===== config.mk =====
export PLATFORM = sky130hd
export DESIGN_NAME = pbu_pin_mux
export DESIGN_NICKNAME = d
export VERILOG_FILES = /design/src/hdl/pbu_pin_cell.v /design/src/hdl/pbu_pin_mux.v
export VERILOG_INCLUDE_DIRS = /design/src /design/src/hdl
export SDC_FILE = /design/constraint.sdc
export NUM_CORES = 1
export LEC_CHECK = 0
export BUFFER_PORTS_ARGS = -buffer_cell sky130_fd_sc_hd__buf_2
export CAP_MARGIN = 20
export CORE_MARGIN = 8
export CORE_UTILIZATION = 48
export DETAILED_ROUTE_END_ITERATION = 10
export MAX_ROUTING_LAYER = met4
export PLACE_DENSITY = 0.83
export SLEW_MARGIN = 5
export SYNTH_ARGS = -nofsm -noshare
export SYNTH_HDL_FRONTEND = slang
export SYNTH_HIERARCHICAL = 1
export SYNTH_SLANG_ARGS = --single-unit

===== constraint.sdc =====
create_clock -name mclk -period 1.55 [get_ports mclk]
set_input_delay 0.31 -clock mclk [delete_from_list [all_inputs] [get_ports mclk]]
set_output_delay 0.31 -clock mclk [all_outputs]
set_load 0.005 [all_outputs]

===== src/hdl/pbu_defs.vh =====
`ifndef PBU_DEFS_VH
`define PBU_DEFS_VH

// register byte offsets
`define PBU_OFS_FUNC 8'h00
`define PBU_OFS_DIR 8'h04
`define PBU_OFS_DOUT 8'h08
`define PBU_OFS_PIN 8'h0C

// power-on reset values
`define PBU_RST_FUNC 16'h0000
`define PBU_RST_DIR 8'h00
`define PBU_RST_DOUT 8'h00

// pin field codes
`define PBU_CODE_GIO 2'h0
`define PBU_CODE_ALT1 2'h1
`define PBU_CODE_ALT2 2'h2
`define PBU_CODE_PAT 2'h3

// alternate function kinds
`define PBU_KIND_RSVD 3'h0
`define PBU_KIND_IRQ 3'h1
`define PBU_KIND_SCK 3'h2
`define PBU_KIND_TX 3'h3
`define PBU_KIND_RX 3'h4

// level forwarded to a peripheral input that is not routed to its pin
`define PBU_FWD_IDLE 1'h1

// bus answers
`define PBU_RESP_OKAY 2'h0
`define PBU_RESP_SLVERR 2'h2

`endif


===== src/hdl/pbu_pin_cell.v =====
`timescale 1ns/10ps
`include "pbu_defs.vh"

module pbu_pin_cell #(
	parameter [2:0] KIND01 = `PBU_KIND_RSVD,
	parameter [2:0] KIND10 = `PBU_KIND_RSVD
) (
	// clock, reset, enable
	input wire mclk,
	input wire rst_b,
	input wire ce,
	// selection and data
	input wire [1:0] field,
	input wire dirBit,
	input wire gioData,
	input wire pinSync,
	input wire altOut,
	input wire patOut,
	// registered results
	output reg pinOut,
	output reg pinOe,
	output reg fwd01,
	output reg fwd10
);

reg pinOut_next;
reg pinOe_next;

////////////////////////////////////////////////////////////////////////////
// drive enable of one alternate function
function altOe;
	input [2:0] kind;
	input dir;
	begin
		case (kind)
			`PBU_KIND_TX: altOe = 1'b1;
			`PBU_KIND_SCK: altOe = dir;
			default: altOe = 1'b0;
		endcase
	end
endfunction

function isInput;
	input [2:0] kind;
	begin
		isInput = (kind == `PBU_KIND_IRQ) || (kind == `PBU_KIND_RX) ||
			(kind == `PBU_KIND_SCK);
	end
endfunction

always @* begin
	pinOut_next = 1'b0;
	pinOe_next = 1'b0;
	case (field)
		`PBU_CODE_GIO: begin
			pinOut_next = gioData;
			pinOe_next = dirBit;
		end
		`PBU_CODE_ALT1: begin
			pinOut_next = altOut;
			pinOe_next = altOe(KIND01, dirBit);
		end
		`PBU_CODE_ALT2: begin
			pinOut_next = altOut;
			pinOe_next = altOe(KIND10, dirBit);
		end
		default: begin
			pinOut_next = patOut;
			pinOe_next = 1'b1;
		end
	endcase
end

////////////////////////////////////////////////////////////////////////////
// output stage; reserved codes leave the pin undriven
always @(posedge mclk or negedge rst_b) begin
	if (!rst_b) begin
		pinOut <= 1'b0;
		pinOe <= 1'b0;
		fwd01 <= `PBU_FWD_IDLE;
		fwd10 <= `PBU_FWD_IDLE;
	end else if (ce) begin
		pinOut <= pinOut_next;
		pinOe <= pinOe_next;
		if (field == `PBU_CODE_ALT1 && isInput(KIND01))
			fwd01 <= pinSync;
		else
			fwd01 <= `PBU_FWD_IDLE;
		if (field == `PBU_CODE_ALT2 && isInput(KIND10))
			fwd10 <= pinSync;
		else
			fwd10 <= `PBU_FWD_IDLE;
	end
end

endmodule // pbu_pin_cell


===== src/hdl/pbu_pin_mux.v =====
`timescale 1ns/10ps
`include "pbu_defs.vh"

module pbu_pin_mux #(
	parameter ADDR_W = 8
) (
	// clock, reset, enable
	input wire mclk,
	input wire rst_b,
	input wire ce,
	// AXI4-Lite write address
	input wire s_awvalid,
	output reg s_awready,
	input wire [ADDR_W-1:0] s_awaddr,
	input wire [2:0] s_awprot,
	// AXI4-Lite write data
	input wire s_wvalid,
	output reg s_wready,
	input wire [31:0] s_wdata,
	input wire [3:0] s_wstrb,
	// AXI4-Lite write response
	output reg s_bvalid,
	input wire s_bready,
	output reg [1:0] s_bresp,
	// AXI4-Lite read address
	input wire s_arvalid,
	output reg s_arready,
	input wire [ADDR_W-1:0] s_araddr,
	input wire [2:0] s_arprot,
	// AXI4-Lite read data
	output reg s_rvalid,
	input wire s_rready,
	output reg [31:0] s_rdata,
	output reg [1:0] s_rresp,
	// port pins 15..8, index 0 is pin 8
	input wire [7:0] portPinIn,
	output wire [7:0] portPinOut,
	output wire [7:0] portPinOe,
	// timing pattern unit
	input wire [7:0] patternOut,
	// serial channels
	input wire serial0TransmitOut,
	input wire serial1TransmitOut,
	input wire serial0ClockOut,
	input wire serial1ClockOut,
	output wire serial0ReceiveIn,
	output wire serial1ReceiveIn,
	output wire serial0ClockIn,
	output wire serial1ClockIn,
	// external interrupt requests 7..4, index 0 is request 4
	output wire [3:0] extIntReq
);

////////////////////////////////////////////////////////////////////////////
// registers and internal state
reg [15:0] funcSel_reg;
reg [7:0] dir_reg;
reg [7:0] dout_reg;
reg [7:0] pinMeta_reg;
reg [7:0] pinSync_reg;
reg [ADDR_W-1:0] awAddr_reg;
reg awHeld_reg;
reg [31:0] wData_reg;
reg [3:0] wStrb_reg;
reg wHeld_reg;
wire [7:0] fwd01;
wire [7:0] fwd10;
wire [7:0] altOutVec;
wire wrFire;
reg [15:0] funcSel_next;
reg [7:0] dir_next;
reg [7:0] dout_next;
reg [31:0] rData_next;

////////////////////////////////////////////////////////////////////////////
// pin function tables, index 0 is pin 8
function [2:0] kind01;
	input integer idx;
	begin
		case (idx)
			4: kind01 = `PBU_KIND_IRQ;
			5: kind01 = `PBU_KIND_IRQ;
			6: kind01 = `PBU_KIND_IRQ;
			7: kind01 = `PBU_KIND_IRQ;
			default: kind01 = `PBU_KIND_RSVD;
		endcase
	end
endfunction

function [2:0] kind10;
	input integer idx;
	begin
		case (idx)
			0: kind10 = `PBU_KIND_RX;
			1: kind10 = `PBU_KIND_TX;
			2: kind10 = `PBU_KIND_RX;
			3: kind10 = `PBU_KIND_TX;
			4: kind10 = `PBU_KIND_SCK;
			5: kind10 = `PBU_KIND_SCK;
			default: kind10 = `PBU_KIND_RSVD;
		endcase
	end
endfunction

// word select shared by both bus channels
function [1:0] decodeIdx;
	input [ADDR_W-1:0] addr;
	begin
		decodeIdx = addr[3:2];
	end
endfunction

function isMapped;
	input [ADDR_W-1:0] addr;
	begin
		isMapped = (addr[ADDR_W-1:4] == {(ADDR_W-4){1'b0}});
	end
endfunction

// hit on one register word; addr[1:0] is ignored
function isReg;
	input [ADDR_W-1:0] addr;
	input [7:0] ofs;
	begin
		isReg = isMapped(addr) && (decodeIdx(addr) == ofs[3:2]);
	end
endfunction

////////////////////////////////////////////////////////////////////////////
// peripheral outputs routed to pins by the alternate codes
assign altOutVec = {2'b00, serial1ClockOut, serial0ClockOut,
	serial1TransmitOut, 1'b0, serial0TransmitOut, 1'b0};

// a write lands once address and data are both held
assign wrFire = awHeld_reg && wHeld_reg && !s_bvalid;

////////////////////////////////////////////////////////////////////////////
// pin input synchroniser
always @(posedge mclk or negedge rst_b) begin
	if (!rst_b) begin
		pinMeta_reg <= 8'h00;
		pinSync_reg <= 8'h00;
	end else if (ce) begin
		pinMeta_reg <= portPinIn;
		pinSync_reg <= pinMeta_reg;
	end
end

////////////////////////////////////////////////////////////////////////////
// one mux cell per pin
genvar gi;
generate
	for (gi = 0; gi < 8; gi = gi + 1) begin : gCell
		pbu_pin_cell #(
			.KIND01(kind01(gi)),
			.KIND10(kind10(gi))
		) uCell (
			.mclk(mclk),
			.rst_b(rst_b),
			.ce(ce),
			.field(funcSel_reg[2*gi+1:2*gi]),
			.dirBit(dir_reg[gi]),
			.gioData(dout_reg[gi]),
			.pinSync(pinSync_reg[gi]),
			.altOut(altOutVec[gi]),
			.patOut(patternOut[gi]),
			.pinOut(portPinOut[gi]),
			.pinOe(portPinOe[gi]),
			.fwd01(fwd01[gi]),
			.fwd10(fwd10[gi])
		);
	end
endgenerate

assign extIntReq = fwd01[7:4];
assign serial0ReceiveIn = fwd10[0];
assign serial1ReceiveIn = fwd10[2];
assign serial0ClockIn = fwd10[4];
assign serial1ClockIn = fwd10[5];

////////////////////////////////////////////////////////////////////////////
// register write decode; unmapped and read-only words change nothing
always @* begin
	funcSel_next = funcSel_reg;
	dir_next = dir_reg;
	dout_next = dout_reg;
	if (wrFire) begin
		if (isReg(awAddr_reg, `PBU_OFS_FUNC)) begin
			if (wStrb_reg[0])
				funcSel_next[7:0] = wData_reg[7:0];
			if (wStrb_reg[1])
				funcSel_next[15:8] = wData_reg[15:8];
		end else if (isReg(awAddr_reg, `PBU_OFS_DIR)) begin
			if (wStrb_reg[0])
				dir_next = wData_reg[7:0];
		end else if (isReg(awAddr_reg, `PBU_OFS_DOUT)) begin
			if (wStrb_reg[0])
				dout_next = wData_reg[7:0];
		end
	end
end

////////////////////////////////////////////////////////////////////////////
// control registers, cleared by power-on reset only
always @(posedge mclk or negedge rst_b) begin
	if (!rst_b) begin
		funcSel_reg <= `PBU_RST_FUNC;
		dir_reg <= `PBU_RST_DIR;
		dout_reg <= `PBU_RST_DOUT;
	end else if (ce) begin
		funcSel_reg <= funcSel_next;
		dir_reg <= dir_next;
		dout_reg <= dout_next;
	end
end

////////////////////////////////////////////////////////////////////////////
// write channel: address and data taken in either order
always @(posedge mclk or negedge rst_b) begin
	if (!rst_b) begin
		s_awready <= 1'b1;
		s_wready <= 1'b1;
		s_bvalid <= 1'b0;
		s_bresp <= `PBU_RESP_OKAY;
		awAddr_reg <= {ADDR_W{1'b0}};
		awHeld_reg <= 1'b0;
		wData_reg <= 32'h00000000;
		wStrb_reg <= 4'h0;
		wHeld_reg <= 1'b0;
	end else if (ce) begin
		if (s_awvalid && s_awready) begin
			awAddr_reg <= s_awaddr;
			awHeld_reg <= 1'b1;
			s_awready <= 1'b0;
		end
		if (s_wvalid && s_wready) begin
			wData_reg <= s_wdata;
			wStrb_reg <= s_wstrb;
			wHeld_reg <= 1'b1;
			s_wready <= 1'b0;
		end
		if (wrFire) begin
			s_bvalid <= 1'b1;
			if (isMapped(awAddr_reg))
				s_bresp <= `PBU_RESP_OKAY;
			else
				s_bresp <= `PBU_RESP_SLVERR;
		end
		if (s_bvalid && s_bready) begin
			s_bvalid <= 1'b0;
			awHeld_reg <= 1'b0;
			wHeld_reg <= 1'b0;
			s_awready <= 1'b1;
			s_wready <= 1'b1;
		end
	end
end

////////////////////////////////////////////////////////////////////////////
// read word select; reserved bits and unmapped words read as zero
always @* begin
	rData_next = 32'h00000000;
	if (isReg(s_araddr, `PBU_OFS_FUNC))
		rData_next = {16'h0000, funcSel_reg};
	else if (isReg(s_araddr, `PBU_OFS_DIR))
		rData_next = {24'h000000, dir_reg};
	else if (isReg(s_araddr, `PBU_OFS_DOUT))
		rData_next = {24'h000000, dout_reg};
	else if (isReg(s_araddr, `PBU_OFS_PIN))
		rData_next = {24'h000000, pinSync_reg};
end

////////////////////////////////////////////////////////////////////////////
// read channel
always @(posedge mclk or negedge rst_b) begin
	if (!rst_b) begin
		s_arready <= 1'b1;
		s_rvalid <= 1'b0;
		s_rdata <= 32'h00000000;
		s_rresp <= `PBU_RESP_OKAY;
	end else if (ce) begin
		if (s_arvalid && s_arready) begin
			s_arready <= 1'b0;
			s_rvalid <= 1'b1;
			s_rdata <= rData_next;
			if (isMapped(s_araddr))
				s_rresp <= `PBU_RESP_OKAY;
			else
				s_rresp <= `PBU_RESP_SLVERR;
		end else if (s_rvalid && s_rready) begin
			s_rvalid <= 1'b0;
			s_arready <= 1'b1;
		end
	end
end

endmodule // pbu_pin_mux


# Yosys cells after proc, flatten, opt, wreduce, memory -nomap -nowiden
# Index checks and enable logic that the tools add are counted.
# totals
latchBits	0
out_inout_bits	65
memories	0
inputBits	86
ramBits	0
ff_bits	141
word_cells	163
rom_bits	0
# classes
n_addsub	0
n_lt_le_gt_ge	0
reduce_logical	53
multipliers	0
n_bitwise	2
n_div	0
n_eq_ne	21
n_mux	44
shift	0
# ops
cell	count
$pmux 1 s2	16
$mux 8	3
$eq 2x2->1 const B	11
$mux 1	22
$eq 2x1->1 const B	10
$logic_not 2->1	10
$reduce_or 2->1	10
$mux 16	1
$reduce_and 2->1	8
$logic_and 1x1->1	14
$logic_not 4->1	2
$reduce_and 4->1	2
$reduce_bool 2->1	4
$reduce_and 6->1	1
$reduce_and 5->1	1
$mux 2	2
$not 1->1	2
$logic_not 1->1	1

# Longest topological paths before layout
# Gate-level depths: netlist of run 1.
# depth
word_depth	6
mapped_depth	6
depth_no_buf	5

# Cells and area by module
# Netlist of run 1, hierarchy kept.
# by_module_without_submodules
module	area_each_um2	seq_area_each_um2	cells_each	instances
pbu_pin_mux	4098.9	2431.1	283	1
pbu_pin_cell at gCell[0].uCell ...	203.9	76.3	21	4
pbu_pin_cell at gCell[4].uCell ...	259.0	102.6	24	2
pbu_pin_cell at gCell[1].uCell ...	168.9	50.0	19	2

# Worst setup path after synthesis of run 1
# No wires, ideal clock.
# synth_timing
path_type	reg2reg
startpoint	reg awAddr_reg[5]
endpoint	reg dir_reg[0]
path_buffers	1
setup_slack_ns	-0.053
t_arrival_ns	1.478
period_less_slack_ns	1.603
setup_time_ns	0.125
t_required_ns	1.425
path_stages_with_launch	5
cell_sequence	dfrtp_1 nor4_4 and3_1 buf_2 mux2_2
# synth_between
elab_chain_len	4
word_cells_on_any_way	5
classes_between	1 x bitwise; 4 x reduce/logical
# synth_lines
item	line	text
start, declared	pbu_pin_mux.v:61	reg [ADDR_W-1:0] awAddr_reg;
start signal, assigned	pbu_pin_mux.v:225	awAddr_reg <= {ADDR_W{1'b0}};
start signal, assigned	pbu_pin_mux.v:232	awAddr_reg <= s_awaddr;
$logic_not 4->1 (*)	pbu_pin_mux.v:116	isMapped = (addr[ADDR_W-1:4] == {(ADDR_W-4){1'b0}});
$logic_and 1x1->1	pbu_pin_mux.v:125	isReg = isMapped(addr) && (decodeIdx(addr) == ofs[3:2]);
$not 1->1 (no source line)	--	
$reduce_and 5->1 (no source line) (*)	--	
end signal, assigned	pbu_pin_mux.v:208	dir_reg <= `PBU_RST_DIR;
end signal, assigned	pbu_pin_mux.v:212	dir_reg <= dir_next;
end, declared	pbu_pin_mux.v:57	reg [7:0] dir_reg;
# Every way passes the cells marked *; elsewhere a longest branch is shown, timed or not.
# A chain may end at the register's enable or synchronous reset.

# Worst setup path in the final report of run 1
# layout_timing
startpoint	reg awAddr_reg[5]
endpoint	reg funcSel_reg[6]
# layout_between
elab_chain_len	3
# layout_lines
item	line	text
$logic_not 4->1	pbu_pin_mux.v:116	
$logic_and 1x1->1	pbu_pin_mux.v:125	
$reduce_and 4->1 (no source line)	--	
end signal, assigned	pbu_pin_mux.v:207	funcSel_reg <= `PBU_RST_FUNC;
end signal, assigned	pbu_pin_mux.v:211	funcSel_reg <= funcSel_next;
end, declared	pbu_pin_mux.v:56	reg [15:0] funcSel_reg;
# No other way between the ends.

==> impl_results.rst, run 1 <==
.. list-table::
   :header-rows: 1

   * - Metric
     - Value
   * - Violations in the final reports
     - setup timing
   * - Crit path launch type
     - flip-flop
   * - Highest achievable clock rate
     - approximately 0.6 GHz
   * - Final Cycle Share
     - 108%
   * - Largest stage delay on the critical path
     - around 0.4 ns
   * - CP bufs+invs
     - 2
   * - Int Pwr
     - 8.28 mW
   * - Initial core utilization
     - 49.4%
   * - Pin count of the biggest net entering global routing
     - 51
   * - Via count of the first global-routing pass
     - 4386
   * - Overflow after GRT
     - 0
   * - Number of iterations in the first detailed-routing pass
     - 4
   * - Data arrival time at the worst-slack endpoint
     - 1.96 ns
   * - Clock network fraction of total power
     - between 40% and 50%
   * - Fraction of layout instances using a drive strength above 1
     - 48.0%
   * - Final setup TNS
     - -2.68 ns
   * - Remaining antenna violation count
     - 0
   * - Power share of the combinational group
     - a little under a fifth
   * - TritonCTS clock tree
     - yes
   * - Cells after Synth
     - roughly 440
   * - Die outline width
     - 125 µm
   * - Leakage dissipation
     - roughly 3.6 nW
   * - Kind of cell adding the most delay to the critical path
     - simple AND/OR/NAND/NOR gates
   * - Critical path depth
     - 5
   * - Input/output buffers
     - 104
   * - Top library cells by usage in the layout, fill and taps aside
     - dfrtp_1 (110), buf_2 (103), mux2_2 (76)
   * - Clock Sink Count
     - 121
   * - Clock Pin Slew Worst Setup and Hold Paths
     - 0.06 ns
   * - Worst skew pair latency
     - approximately 0.41 ns
   * - Proportion of power drawn by flip-flops and latches
     - 40.5%
   * - Total Routed Length
     - 13900 µm
   * - Number of vias per cell
     - approximately 5.3
   * - CTS H-tree depth
     - 4
   * - Final net count
     - 687
   * - RSZ-0062 raised after global routing
     - true
   * - Sw Ratio
     - between 20% and 30%
   * - Run status
     - complete, but fails checks
   * - Endpoint of the worst setup timing path
     - funcSel_reg[6]$_DFFE_PN0P_
   * - Combined global-route utilization of all metal layers
     - about a fifth
   * - Mean instance size in the synthesized netlist
     - 13.0 µm²
   * - Number of remaining DRC errors
     - 0
   * - Setup crit start
     - awAddr_reg[5]$_DFFE_PN0P_
   * - PnR Total Power
     - 11.2 mW
   * - Least setup slack across all paths after layout
     - -0.123 ns
   * - Routed WL per cell
     - 19.0 µm
   * - Power density of the placed cells
     - approximately 1600 nW/µm²
   * - Synth warnings
     - 6
   * - Wire length of the first global-routing pass
     - 22600 µm
   * - Setup violation total in the final timing report
     - 32
   * - Most frequent standard cell in the layout excluding fill and tap cells
     - dfrtp_1
   * - Area of the core
     - 11500 µm²
   * - Worst Path Class, Setup
     - reg2reg
   * - Total vias in the final route
     - 3890
   * - Worst EP required
     - 1.84 ns
   * - Largest clock skew in the final design
     - 0.00723 ns
   * - Final-report hold violation count
     - 0
   * - Critical path endpoint category
     - flip-flop
   * - Count of pins over their slew limit
     - 0
   * - CTS root buf
     - clkbuf_16
   * - Total CTS buffers
     - 17
   * - Post-Syn Area
     - approximately 5700 µm²
   * - Routability congestion estimate
     - 0.759
   * - Reg2Reg Depth
     - 5
   * - IR drop worst, VDD
     - ~1400 µV
   * - Ports
     - 151
   * - Hold WS
     - 0.133 ns
   * - Maximum Capacitance Violations
     - 0
   * - Setup slack after placement
     - -0.220 ns
   * - Biggest fanout along the worst timing path
     - 8
   * - Area of the die
     - 15600 µm²
   * - HP Class
     - in2reg
   * - Launching point of the worst reg2reg path
     - awAddr_reg[5]$_DFFE_PN0P_
   * - Sw Pwr
     - 2.96 mW
   * - Final min period
     - 1.67 ns
   * - Initial antenna violation count
     - 3
   * - Cell chain of the critical path
     - nor4_4, buf_4, nand4_2, buf_12, mux2_2
   * - Worst flop-to-flop path endpoint
     - funcSel_reg[6]$_DFFE_PN0P_
   * - Starting DRT DRC Count
     - 272
   * - Flop2flop setup slack
     - -0.12 ns
   * - Area growth from synthesis to layout
     - 27.4%
   * - Site Rows
     - 39
   * - Die H
     - between 100 and 150 µm
   * - Critical Path Slowest Stage Cell
     - dfrtp_1
   * - Placed wire-length estimate
     - around 10000 µm
   * - Clock buffer depth
     - 2
==> per-layer routing <==
layer / GRT usage [%] / share of wire (%) / vias to the layer above
met2: 31.3 / 51 / 139
met1: 20.7 / 40 / 1958
li1: - / - / 1781
met5: - / 0 / -
met3: 7.19 / 7.7 / 12
met4: 6.52 / 1.1 / 0
==> per-stage QoR <==
step	util (%)	cell area (µm²)	instances
floorplan	-	5770	460
global placement	56.4	6500	695
detailed placement	56.4	6500	695
global route	62.9	7250	734
finish	62.9	7250	734
CTS	62.6	7210	729
==> worst min-delay path by stage <==
stage | cells after the start | startpoint | endpoint | slack (ns)
finish | 2 | portPinIn[6] | pinMeta_reg[6]$_DFFE_PN0P_ | 0.13
global route | 2 | s_awaddr[2] | awAddr_reg[2]$_DFFE_PN0P_ | 0.12
CTS | 2 | portPinIn[6] | pinMeta_reg[6]$_DFFE_PN0P_ | 0.11
detailed placement | 1 | rst_b | wData_reg[14]$_DFFE_PN0P_ | 0.25
global placement | 1 | rst_b | wData_reg[15]$_DFFE_PN0P_ | 0.24
floorplan | 0 | rst_b | awAddr_reg[2]$_DFFE_PN0P_ | 0.01
==> power groups by stage <==
stage / clock, mW / combinational [mW] / sequential [mW]
6_report: 4.60 / 2.08 / 4.55
5_1_grt: 4.81 / 2.30 / 4.65
4_1_cts: 4.68 / 2.05 / 4.54
3_5_place_dp: 0 / 2.00 / 4.58
3_3_place_gp: 0 / 1.86 / 4.50
2_1_floorplan: 0 / 1.38 / 4.41
==> cell type report <==
type | instances | area [µm²]
fillers | 849 | 4270
flip-flops and latches | 121 | 3040
inverters | 24 | 90.1
well taps | 143 | 179
multi-input cells | 280 | 2410
diodes | 3 | 7.51
repair buffers | 131 | 828
clock inverters | 13 | 248
clock buffers | 19 | 443
==> timing repair <==
action | CTS | global route
endpoints found under the hold margin | 21 | 0
buffers inserted | 1 | 2
hold buffers | 1 | 0
gates resized for setup | 2 | 2
endpoints found under the setup margin | 32 | 32
pin swaps | 1 | 1
gates cloned | 0 | 0
Power figures use the tool's default switching activity.
==> run 2, diff against run 1 <==
--- a/config.mk
+++ b/config.mk
@@ -10,9 +10,12 @@
 export CAP_MARGIN = 20
 export CORE_MARGIN = 8
 export CORE_UTILIZATION = 48
+export CTS_CLUSTER_DIAMETER = 200
 export DETAILED_ROUTE_END_ITERATION = 10
+export GPL_TIMING_DRIVEN = 0
 export MAX_ROUTING_LAYER = met4
 export PLACE_DENSITY = 0.83
+export SETUP_SLACK_MARGIN = 0.02
 export SLEW_MARGIN = 5
 export SYNTH_ARGS = -nofsm -noshare
 export SYNTH_HDL_FRONTEND = slang
==> run 2 against run 1 <==
  * The run still ends with setup timing left
  * Clock skew fell by 0.0015 ns
  * Via count decreased by 0.75%
  * Combinational power grew 2%
  * Critical endpoint is now funcSel_reg[2]$_DFFE_PN0P_
  * Largest power group is now registers
==> impl_results.rst, run 2 (synthesis results as in run 1) <==
.. list-table::
   :header-rows: 1

   * - Metric
     - Value
   * - Run status
     - complete, but fails checks
   * - Violations in the final reports
     - setup timing
   * - Flop2flop setup slack
     - -0.17 ns
   * - Highest achievable clock rate
     - 0.581 GHz
   * - Total vias in the final route
     - a little under 4000
   * - Clock network fraction of total power
     - approximately two fifths
   * - Worst skew pair latency
     - roughly 0.40 ns
   * - Worst Path Class, Setup
     - reg2reg
   * - Sw Ratio
     - a little over a quarter
   * - Int Pwr
     - 8.05 mW
   * - Initial antenna violation count
     - 1
   * - RSZ-0062 raised after global routing
     - true
   * - CTS H-tree depth
     - 4
   * - Largest clock skew in the final design
     - approximately 0.0057 ns
   * - Initial core utilization
     - 49.4%
   * - Wire length of the first global-routing pass
     - between 20000 and 25000 µm
   * - Total CTS buffers
     - 17
   * - Clock Pin Slew Worst Setup and Hold Paths
     - 0.06 ns
   * - Setup crit start
     - awAddr_reg[6]$_DFFE_PN0P_
   * - Die outline width
     - 125 µm
   * - Clock Sink Count
     - 121
   * - Combined global-route utilization of all metal layers
     - 18.5%
   * - Area of the die
     - 15600 µm²
   * - Critical path endpoint category
     - flip-flop
   * - Setup slack after placement
     - -0.997 ns
   * - Input/output buffers
     - ~100
   * - Worst flop-to-flop path endpoint
     - funcSel_reg[2]$_DFFE_PN0P_
   * - Final min period
     - 1.72 ns
   * - Data arrival time at the worst-slack endpoint
     - 2.00 ns
   * - Routability congestion estimate
     - 0.788
   * - Least-Margin Pin Slew
     - roughly 0.8 ns
   * - Least setup slack across all paths after layout
     - -0.172 ns
   * - Area of the core
     - 11500 µm²
   * - Number of remaining DRC errors
     - 0
   * - TritonCTS clock tree
     - yes
   * - Routed WL per cell
     - 18.6 µm
   * - Most frequent standard cell in the layout excluding fill and tap cells
     - dfrtp_1
   * - Starting DRT DRC Count
     - 170
   * - Final Cycle Share
     - 111%
   * - Placed wire-length estimate
     - 9690 µm
   * - Launching point of the worst reg2reg path
     - awAddr_reg[6]$_DFFE_PN0P_
   * - Worst EP required
     - 1.83 ns
   * - Number of iterations in the first detailed-routing pass
     - 4
   * - Die H
     - between 100 and 150 µm
   * - Via count of the first global-routing pass
     - 4326
   * - Sw Pwr
     - 2.99 mW
   * - Area growth from synthesis to layout
     - 28.6%
   * - Total Routed Length
     - ~14000 µm
   * - Overflow after GRT
     - 0
   * - Leakage dissipation
     - 3.61 nW
   * - Count of pins over their slew limit
     - 0
   * - Biggest fanout along the worst timing path
     - 8
   * - Reg2Reg Depth
     - 5
   * - Maximum Capacitance Violations
     - 0
   * - HP Class
     - in2reg
   * - Ports
     - ~150
   * - Number of vias per cell
     - 5.20
   * - Max_slew headroom
     - 47.5%
   * - PnR Total Power
     - 11.0 mW
   * - Clock buffer depth
     - 2
   * - Top library cells by usage in the layout, fill and taps aside
     - dfrtp_1 (110), buf_2 (101), mux2_2 (67)
   * - Power density of the placed cells
     - approximately 1500 nW/µm²
   * - Power share of the combinational group
     - 19.3%
   * - Endpoint of the worst setup timing path
     - funcSel_reg[2]$_DFFE_PN0P_
   * - Fraction of layout instances using a drive strength above 1
     - ~49%
   * - Proportion of power drawn by flip-flops and latches
     - 41.4%
   * - Utilization of the core after routing
     - between 60 and 70%
   * - Final-report hold violation count
     - 0
   * - Final net count
     - ~700
   * - Remaining antenna violation count
     - 0
   * - Crit path launch type
     - flip-flop
   * - Setup violation total in the final timing report
     - 24
   * - CTS root buf
     - clkbuf_16
   * - Site Rows
     - 39
   * - Pin count of the biggest net entering global routing
     - 70
   * - IR drop worst, VDD
     - roughly 950 µV
## run 2: worst min-delay path by stage
| stage | start | to | slack [ns] | depth (start not counted) |
|---|---|---|---|---|
| after floorplan | rst_b | awAddr_reg[2]$_DFFE_PN0P_ | 0.01 | 0 |
| after global placement | s_awready$_DFFE_PN1P_ | s_awready$_DFFE_PN1P_ | 0.45 | 2 |
| after detailed placement | rst_b | wData_reg[14]$_DFFE_PN0P_ | 0.29 | 1 |
| after CTS | s_wdata[13] | wData_reg[13]$_DFFE_PN0P_ | 0.13 | 2 |
| after global routing | s_wdata[13] | wData_reg[13]$_DFFE_PN0P_ | 0.13 | 2 |
| final | s_wdata[13] | wData_reg[13]$_DFFE_PN0P_ | 0.14 | 2 |
## run 2: per-stage QoR
stage / std cells / TNS [ns] / cell area (µm²) / hold slack [ns]
finish: 743 / -2.60 / 7310 / 0.138
detailed placement: 706 / -70.45 / 6500 / 0.293
global route: 743 / -4.21 / 7310 / 0.133
floorplan: 460 / -0.0260 / 5770 / 0.0144
CTS: 742 / -2.23 / 7290 / 0.129
global placement: 705 / -212.01 / 6460 / 0.455
## run 2: per-layer routing
layer	track usage [%]	vias up	part of all wire (%)
met5	-	-	0
met4	4.30	0	1.2
met3	5.27	18	5.3
met2	30.9	104	49
met1	21.8	1949	44
li1	-	1790	-
## run 2: power groups by stage
stage | Clock (mW) | Sequential (mW) | Combinational [mW]
6_report | 4.34 | 4.58 | 2.13
5_1_grt | 4.51 | 4.68 | 2.36
4_1_cts | 4.39 | 4.56 | 2.12
3_3_place_gp | 0 | 4.50 | 1.85
3_5_place_dp | 0 | 4.58 | 1.98
2_1_floorplan | 0 | 4.41 | 1.38
## run 2: worst max-delay path, cell delays in order (launching register included)
cell and delay [ns]:
dfrtp_1 0.40, nor4_4 0.31, buf_6 0.17, buf_6 0.10, nand4_4 0.23, mux2_4 0.37
## run 2: final cells by class
cell class | count | area [µm²]
sequential | 121 | 3040
fill | 907 | 4200
inverter | 24 | 90.1
multi-input combinational | 280 | 2480
tap | 143 | 179
clock buffer | 21 | 460
clock inverter | 11 | 194
antenna | 1 | 2.50
buffer | 34 | 268
timing repair buffer | 108 | 598
## run 2: what timing repair did
item	4_1_cts	5_1_grt
hold buffers	1	0
buffers inserted	3	1
pin swaps	1	2
gates resized for setup	24	8
endpoints found under the hold margin	45	0
cloned	0	0
endpoints found under the setup margin	87	59
==> run 3, diff against run 2 <==
--- a/config.mk
+++ b/config.mk
@@ -9,15 +9,14 @@
 export BUFFER_PORTS_ARGS = -buffer_cell sky130_fd_sc_hd__buf_2
 export CAP_MARGIN = 20
 export CORE_MARGIN = 8
-export CORE_UTILIZATION = 48
+export CORE_UTILIZATION = 47
 export CTS_CLUSTER_DIAMETER = 200
 export DETAILED_ROUTE_END_ITERATION = 10
 export GPL_TIMING_DRIVEN = 0
 export MAX_ROUTING_LAYER = met4
-export PLACE_DENSITY = 0.83
+export PLACE_DENSITY = 0.82
 export SETUP_SLACK_MARGIN = 0.02
 export SLEW_MARGIN = 5
 export SYNTH_ARGS = -nofsm -noshare
 export SYNTH_HDL_FRONTEND = slang
-export SYNTH_HIERARCHICAL = 1
 export SYNTH_SLANG_ARGS = --single-unit
==> run 3 against run 2 <==
  * The flow still finishes with violations (setup timing)
  * Global-route usage is 0.48 points higher
  * Area after synthesis decreased by 3.7%
  * Fmax is 4.9% higher
  * Routed wire length barely moved
  * Clock power down 13%
  * Sequential power hardly changed
  * Clock-buffer cell count decreased by 4
  * Largest cell class unchanged
==> impl_results.rst, run 3 <==
.. list-table::
   :header-rows: 1

   * - Metric
     - Value
   * - Post-Syn Area
     - between 5000 and 6000 µm²
   * - Global-route layer with the greatest usage
     - met2
   * - Hold WS
     - 0.118 ns
   * - Setup crit start
     - s_bvalid$_DFFE_PN0P_
   * - HP Class
     - in2reg
   * - Input/output buffers
     - just over 100
   * - Maximum Capacitance Violations
     - 0
   * - Number of iterations in the first detailed-routing pass
     - 4
   * - Distinct cell type count after synthesis
     - 36
   * - Top FF cell, synth
     - dfrtp_1
   * - Total vias in the final route
     - between 3000 and 4000
   * - Crit path launch type
     - flip-flop
   * - RSZ-0062 raised after global routing
     - true
   * - Worst flop-to-flop path endpoint
     - dout_reg[3]$_DFFE_PN0P_
   * - Launching point of the worst reg2reg path
     - s_bvalid$_DFFE_PN0P_
   * - Worst Path Class, Setup
     - reg2reg
   * - Run status
     - complete, but fails checks
   * - Die outline width
     - ~120 µm
   * - Proportion of power drawn by flip-flops and latches
     - around 44%
   * - Largest cells by area after synthesis
     - dfrtp_1 (50%), mux2_2 (15%), dfstp_2 (5.3%)
   * - Pin count of the biggest net entering global routing
     - 97
   * - Area growth from synthesis to layout
     - 27.5%
   * - Most repeated cell in the gate-level netlist after synthesis
     - dfrtp_1
   * - Clock network fraction of total power
     - ~36%
   * - Placed wire-length estimate
     - 9600 µm
   * - Number of vias per cell
     - 5.14
   * - Final net count
     - 674
   * - Setup violation total in the final timing report
     - 32
   * - Global routing usage on met2
     - 31.6%
   * - Least-Margin Pin Slew
     - 0.820 ns
   * - Setup slack after placement
     - -0.353 ns
   * - FFs w/ async S/R, synth
     - 100%
   * - Top library cells by usage in the layout, fill and taps aside
     - dfrtp_1 (108), buf_2 (104), mux2_2 (67)
   * - Overflow after GRT
     - 0
   * - Initial core utilization
     - 48.0%
   * - Worst skew pair latency
     - around 0.42 ns
   * - IR drop worst, VDD
     - ~860 µV
   * - Proportion of netlist area held by the largest area contributor
     - 50.3%
   * - Fraction of layout instances using a drive strength above 1
     - 50.3%
   * - Sw Pwr
     - roughly 3 mW
   * - Number of flops mapped to enable cells by yosys
     - 0
   * - Flop2flop setup slack
     - -0.09 ns
   * - Routed WL per cell
     - 18.9 µm
   * - TritonCTS clock tree
     - yes
   * - Synthesized flop and latch total
     - 121
   * - Data arrival time at the worst-slack endpoint
     - 1.94 ns
   * - Max_slew headroom
     - 45.3%
   * - Initial antenna violation count
     - 1
   * - Area of the core
     - ~11000 µm²
   * - Least setup slack across all paths after layout
     - -0.0913 ns
   * - Most frequent standard cell in the layout excluding fill and tap cells
     - dfrtp_1
   * - Power share of the combinational group
     - 19.5%
   * - Mean instance size in the synthesized netlist
     - 12.7 µm²
   * - Remaining antenna violation count
     - 0
   * - Total Routed Length
     - 13800 µm
   * - Site Rows
     - 39
   * - Final-report hold violation count
     - 0
   * - Register area share after synthesis
     - 55.5%
   * - Leading area contributor after synthesis
     - dfrtp_1
   * - CTS root buf
     - clkbuf_16
   * - Wire length of the first global-routing pass
     - 21100 µm
   * - Met3 track demand over resource in global routing
     - between 5 and 6%
   * - Clock Sink Count
     - 121
   * - Starting DRT DRC Count
     - 199
   * - Number of remaining DRC errors
     - 0
   * - Final min period
     - between 1.5 and 2 ns
   * - Via count of the first global-routing pass
     - 3999
   * - Clock buffer depth
     - 2
   * - Int Pwr
     - 7.33 mW
   * - Power density of the placed cells
     - approximately 1500 nW/µm²
   * - Leakage dissipation
     - 3.45 nW
   * - Ports
     - about 150
   * - Utilization of the core after routing
     - 61.2%
   * - CTS H-tree depth
     - 4
   * - Highest achievable clock rate
     - 0.609 GHz
   * - Final Cycle Share
     - 106%
   * - Critical path endpoint category
     - flip-flop
   * - Endpoint of the worst setup timing path
     - dout_reg[3]$_DFFE_PN0P_
   * - Number of fill cells
     - ~900
   * - Area of the die
     - 15400 µm²
   * - Die H
     - 124 µm
   * - Violations in the final reports
     - setup timing
   * - Most frequent cells after synthesis
     - dfrtp_1 (110), mux2_2 (75), buf_4 (38), nand2_1 (31), nor2_1 (31)
   * - Routability congestion estimate
     - 0.808
   * - Combined global-route utilization of all metal layers
     - 19.0%
   * - Synth warnings
     - 0
   * - Cells after Synth
     - 431
   * - Fraction of met1 tracks used by global routing
     - 22.0%
   * - Total area of sequential cells
     - 3040 µm²
   * - Largest clock skew in the final design
     - 0.0157 ns
   * - Total CTS buffers
     - 17
   * - Clock Pin Slew Worst Setup and Hold Paths
     - 0.06 ns
   * - Count of pins over their slew limit
     - 0
   * - Biggest fanout along the worst timing path
     - 8
   * - Sw Ratio
     - just under 30%
   * - Worst EP required
     - between 1.5 and 2 ns
   * - Reg2Reg Depth
     - 5
   * - Area taken by multi-input logic gates
     - 2170 µm²
==> run 3: cell count changes in the layout (fill, tap and decap cells not counted), sizes merged, moves of 9 or more <==
cell	change
buf	+18
ha	-12
a21oi	+11
o21ai	-9
==> run 3: area by class of cell <==
class                      instances  area share, %
inverter                          12          0.645
timing repair buffer             107           8.35
clock inverter                    15           2.08
clock buffer                      17           6.09
sequential                       121           43.6
buffer                            54           5.57
multi-input combinational        261           31.1
tap                              143           2.56
antenna                            1         0.0358
==> run 3: per-layer routing <==
metal | up-vias | wire length (µm)
met3 | 14 | 858
met1 | 1887 | 5700
met4 | 0 | 137
met5 | - | 0
met2 | 113 | 7090
li1 | 1746 | -
==> run 3: cell families after synthesis <==
logic type | synth area share (%)
flops | 55.5
mux | 19.1
simple gates | 7.49
buf+inv | 7.40
compound gates | 7.24
fa+ha+maj | 3.20
other cells | 0.0685
==> run 3: critical path, stage by stage, from the launching register on <==
cell and delay (ns):
dfrtp_1 0.42, and4b_1 0.29, buf_6 0.16, and3_4 0.20, buf_12 0.14, mux2_4 0.31
==> run 3: worst min path at each step <==
stage / start / endpoint / slack, ns / cells past startpoint
after floorplan: rst_b / awAddr_reg[2]$_DFFE_PN0P_ / 0.01 / 0
after global placement: s_awready$_DFFE_PN1P_ / s_awready$_DFFE_PN1P_ / 0.46 / 2
after detailed placement: rst_b / awAddr_reg[7]$_DFFE_PN0P_ / 0.19 / 1
after CTS: s_awaddr[2] / awAddr_reg[2]$_DFFE_PN0P_ / 0.11 / 2
after global routing: s_wdata[6] / wData_reg[6]$_DFFE_PN0P_ / 0.11 / 2
final: s_awaddr[2] / awAddr_reg[2]$_DFFE_PN0P_ / 0.12 / 2
==> run 3: power by group through the flow <==
stage / clock (mW) / combinational, mW / sequential (mW)
global placement: 0 / 1.77 / 4.50
detailed placement: 0 / 1.87 / 4.56
finish: 3.77 / 2.02 / 4.56
CTS: 3.80 / 2.00 / 4.54
floorplan: 0 / 1.33 / 4.38
global route: 3.97 / 2.23 / 4.63
==> run 3: per-stage QoR <==
stage | cells | total power [mW] | area (µm²) | setup TNS, ns
3_5_place_dp | 693 | 6.44 | 6270 | -22.50
2_1_floorplan | 448 | 5.71 | 5550 | -0.0260
4_1_cts | 728 | 10.3 | 6960 | -0.536
5_1_grt | 731 | 10.8 | 6990 | -2.77
6_report | 731 | 10.4 | 6990 | -1.59
3_3_place_gp | 692 | 6.27 | 6230 | -162.73
==> run 3: what timing repair did <==
| action | in CTS | in global routing |
|---|---|---|
| endpoints found under the setup margin | 63 | 53 |
| buffers inserted | 2 | 2 |
| hold buffers | 1 | 0 |
| resized for setup | 22 | 6 |
| hold endpoints to repair | 25 | 0 |
| pin swaps | 4 | 2 |
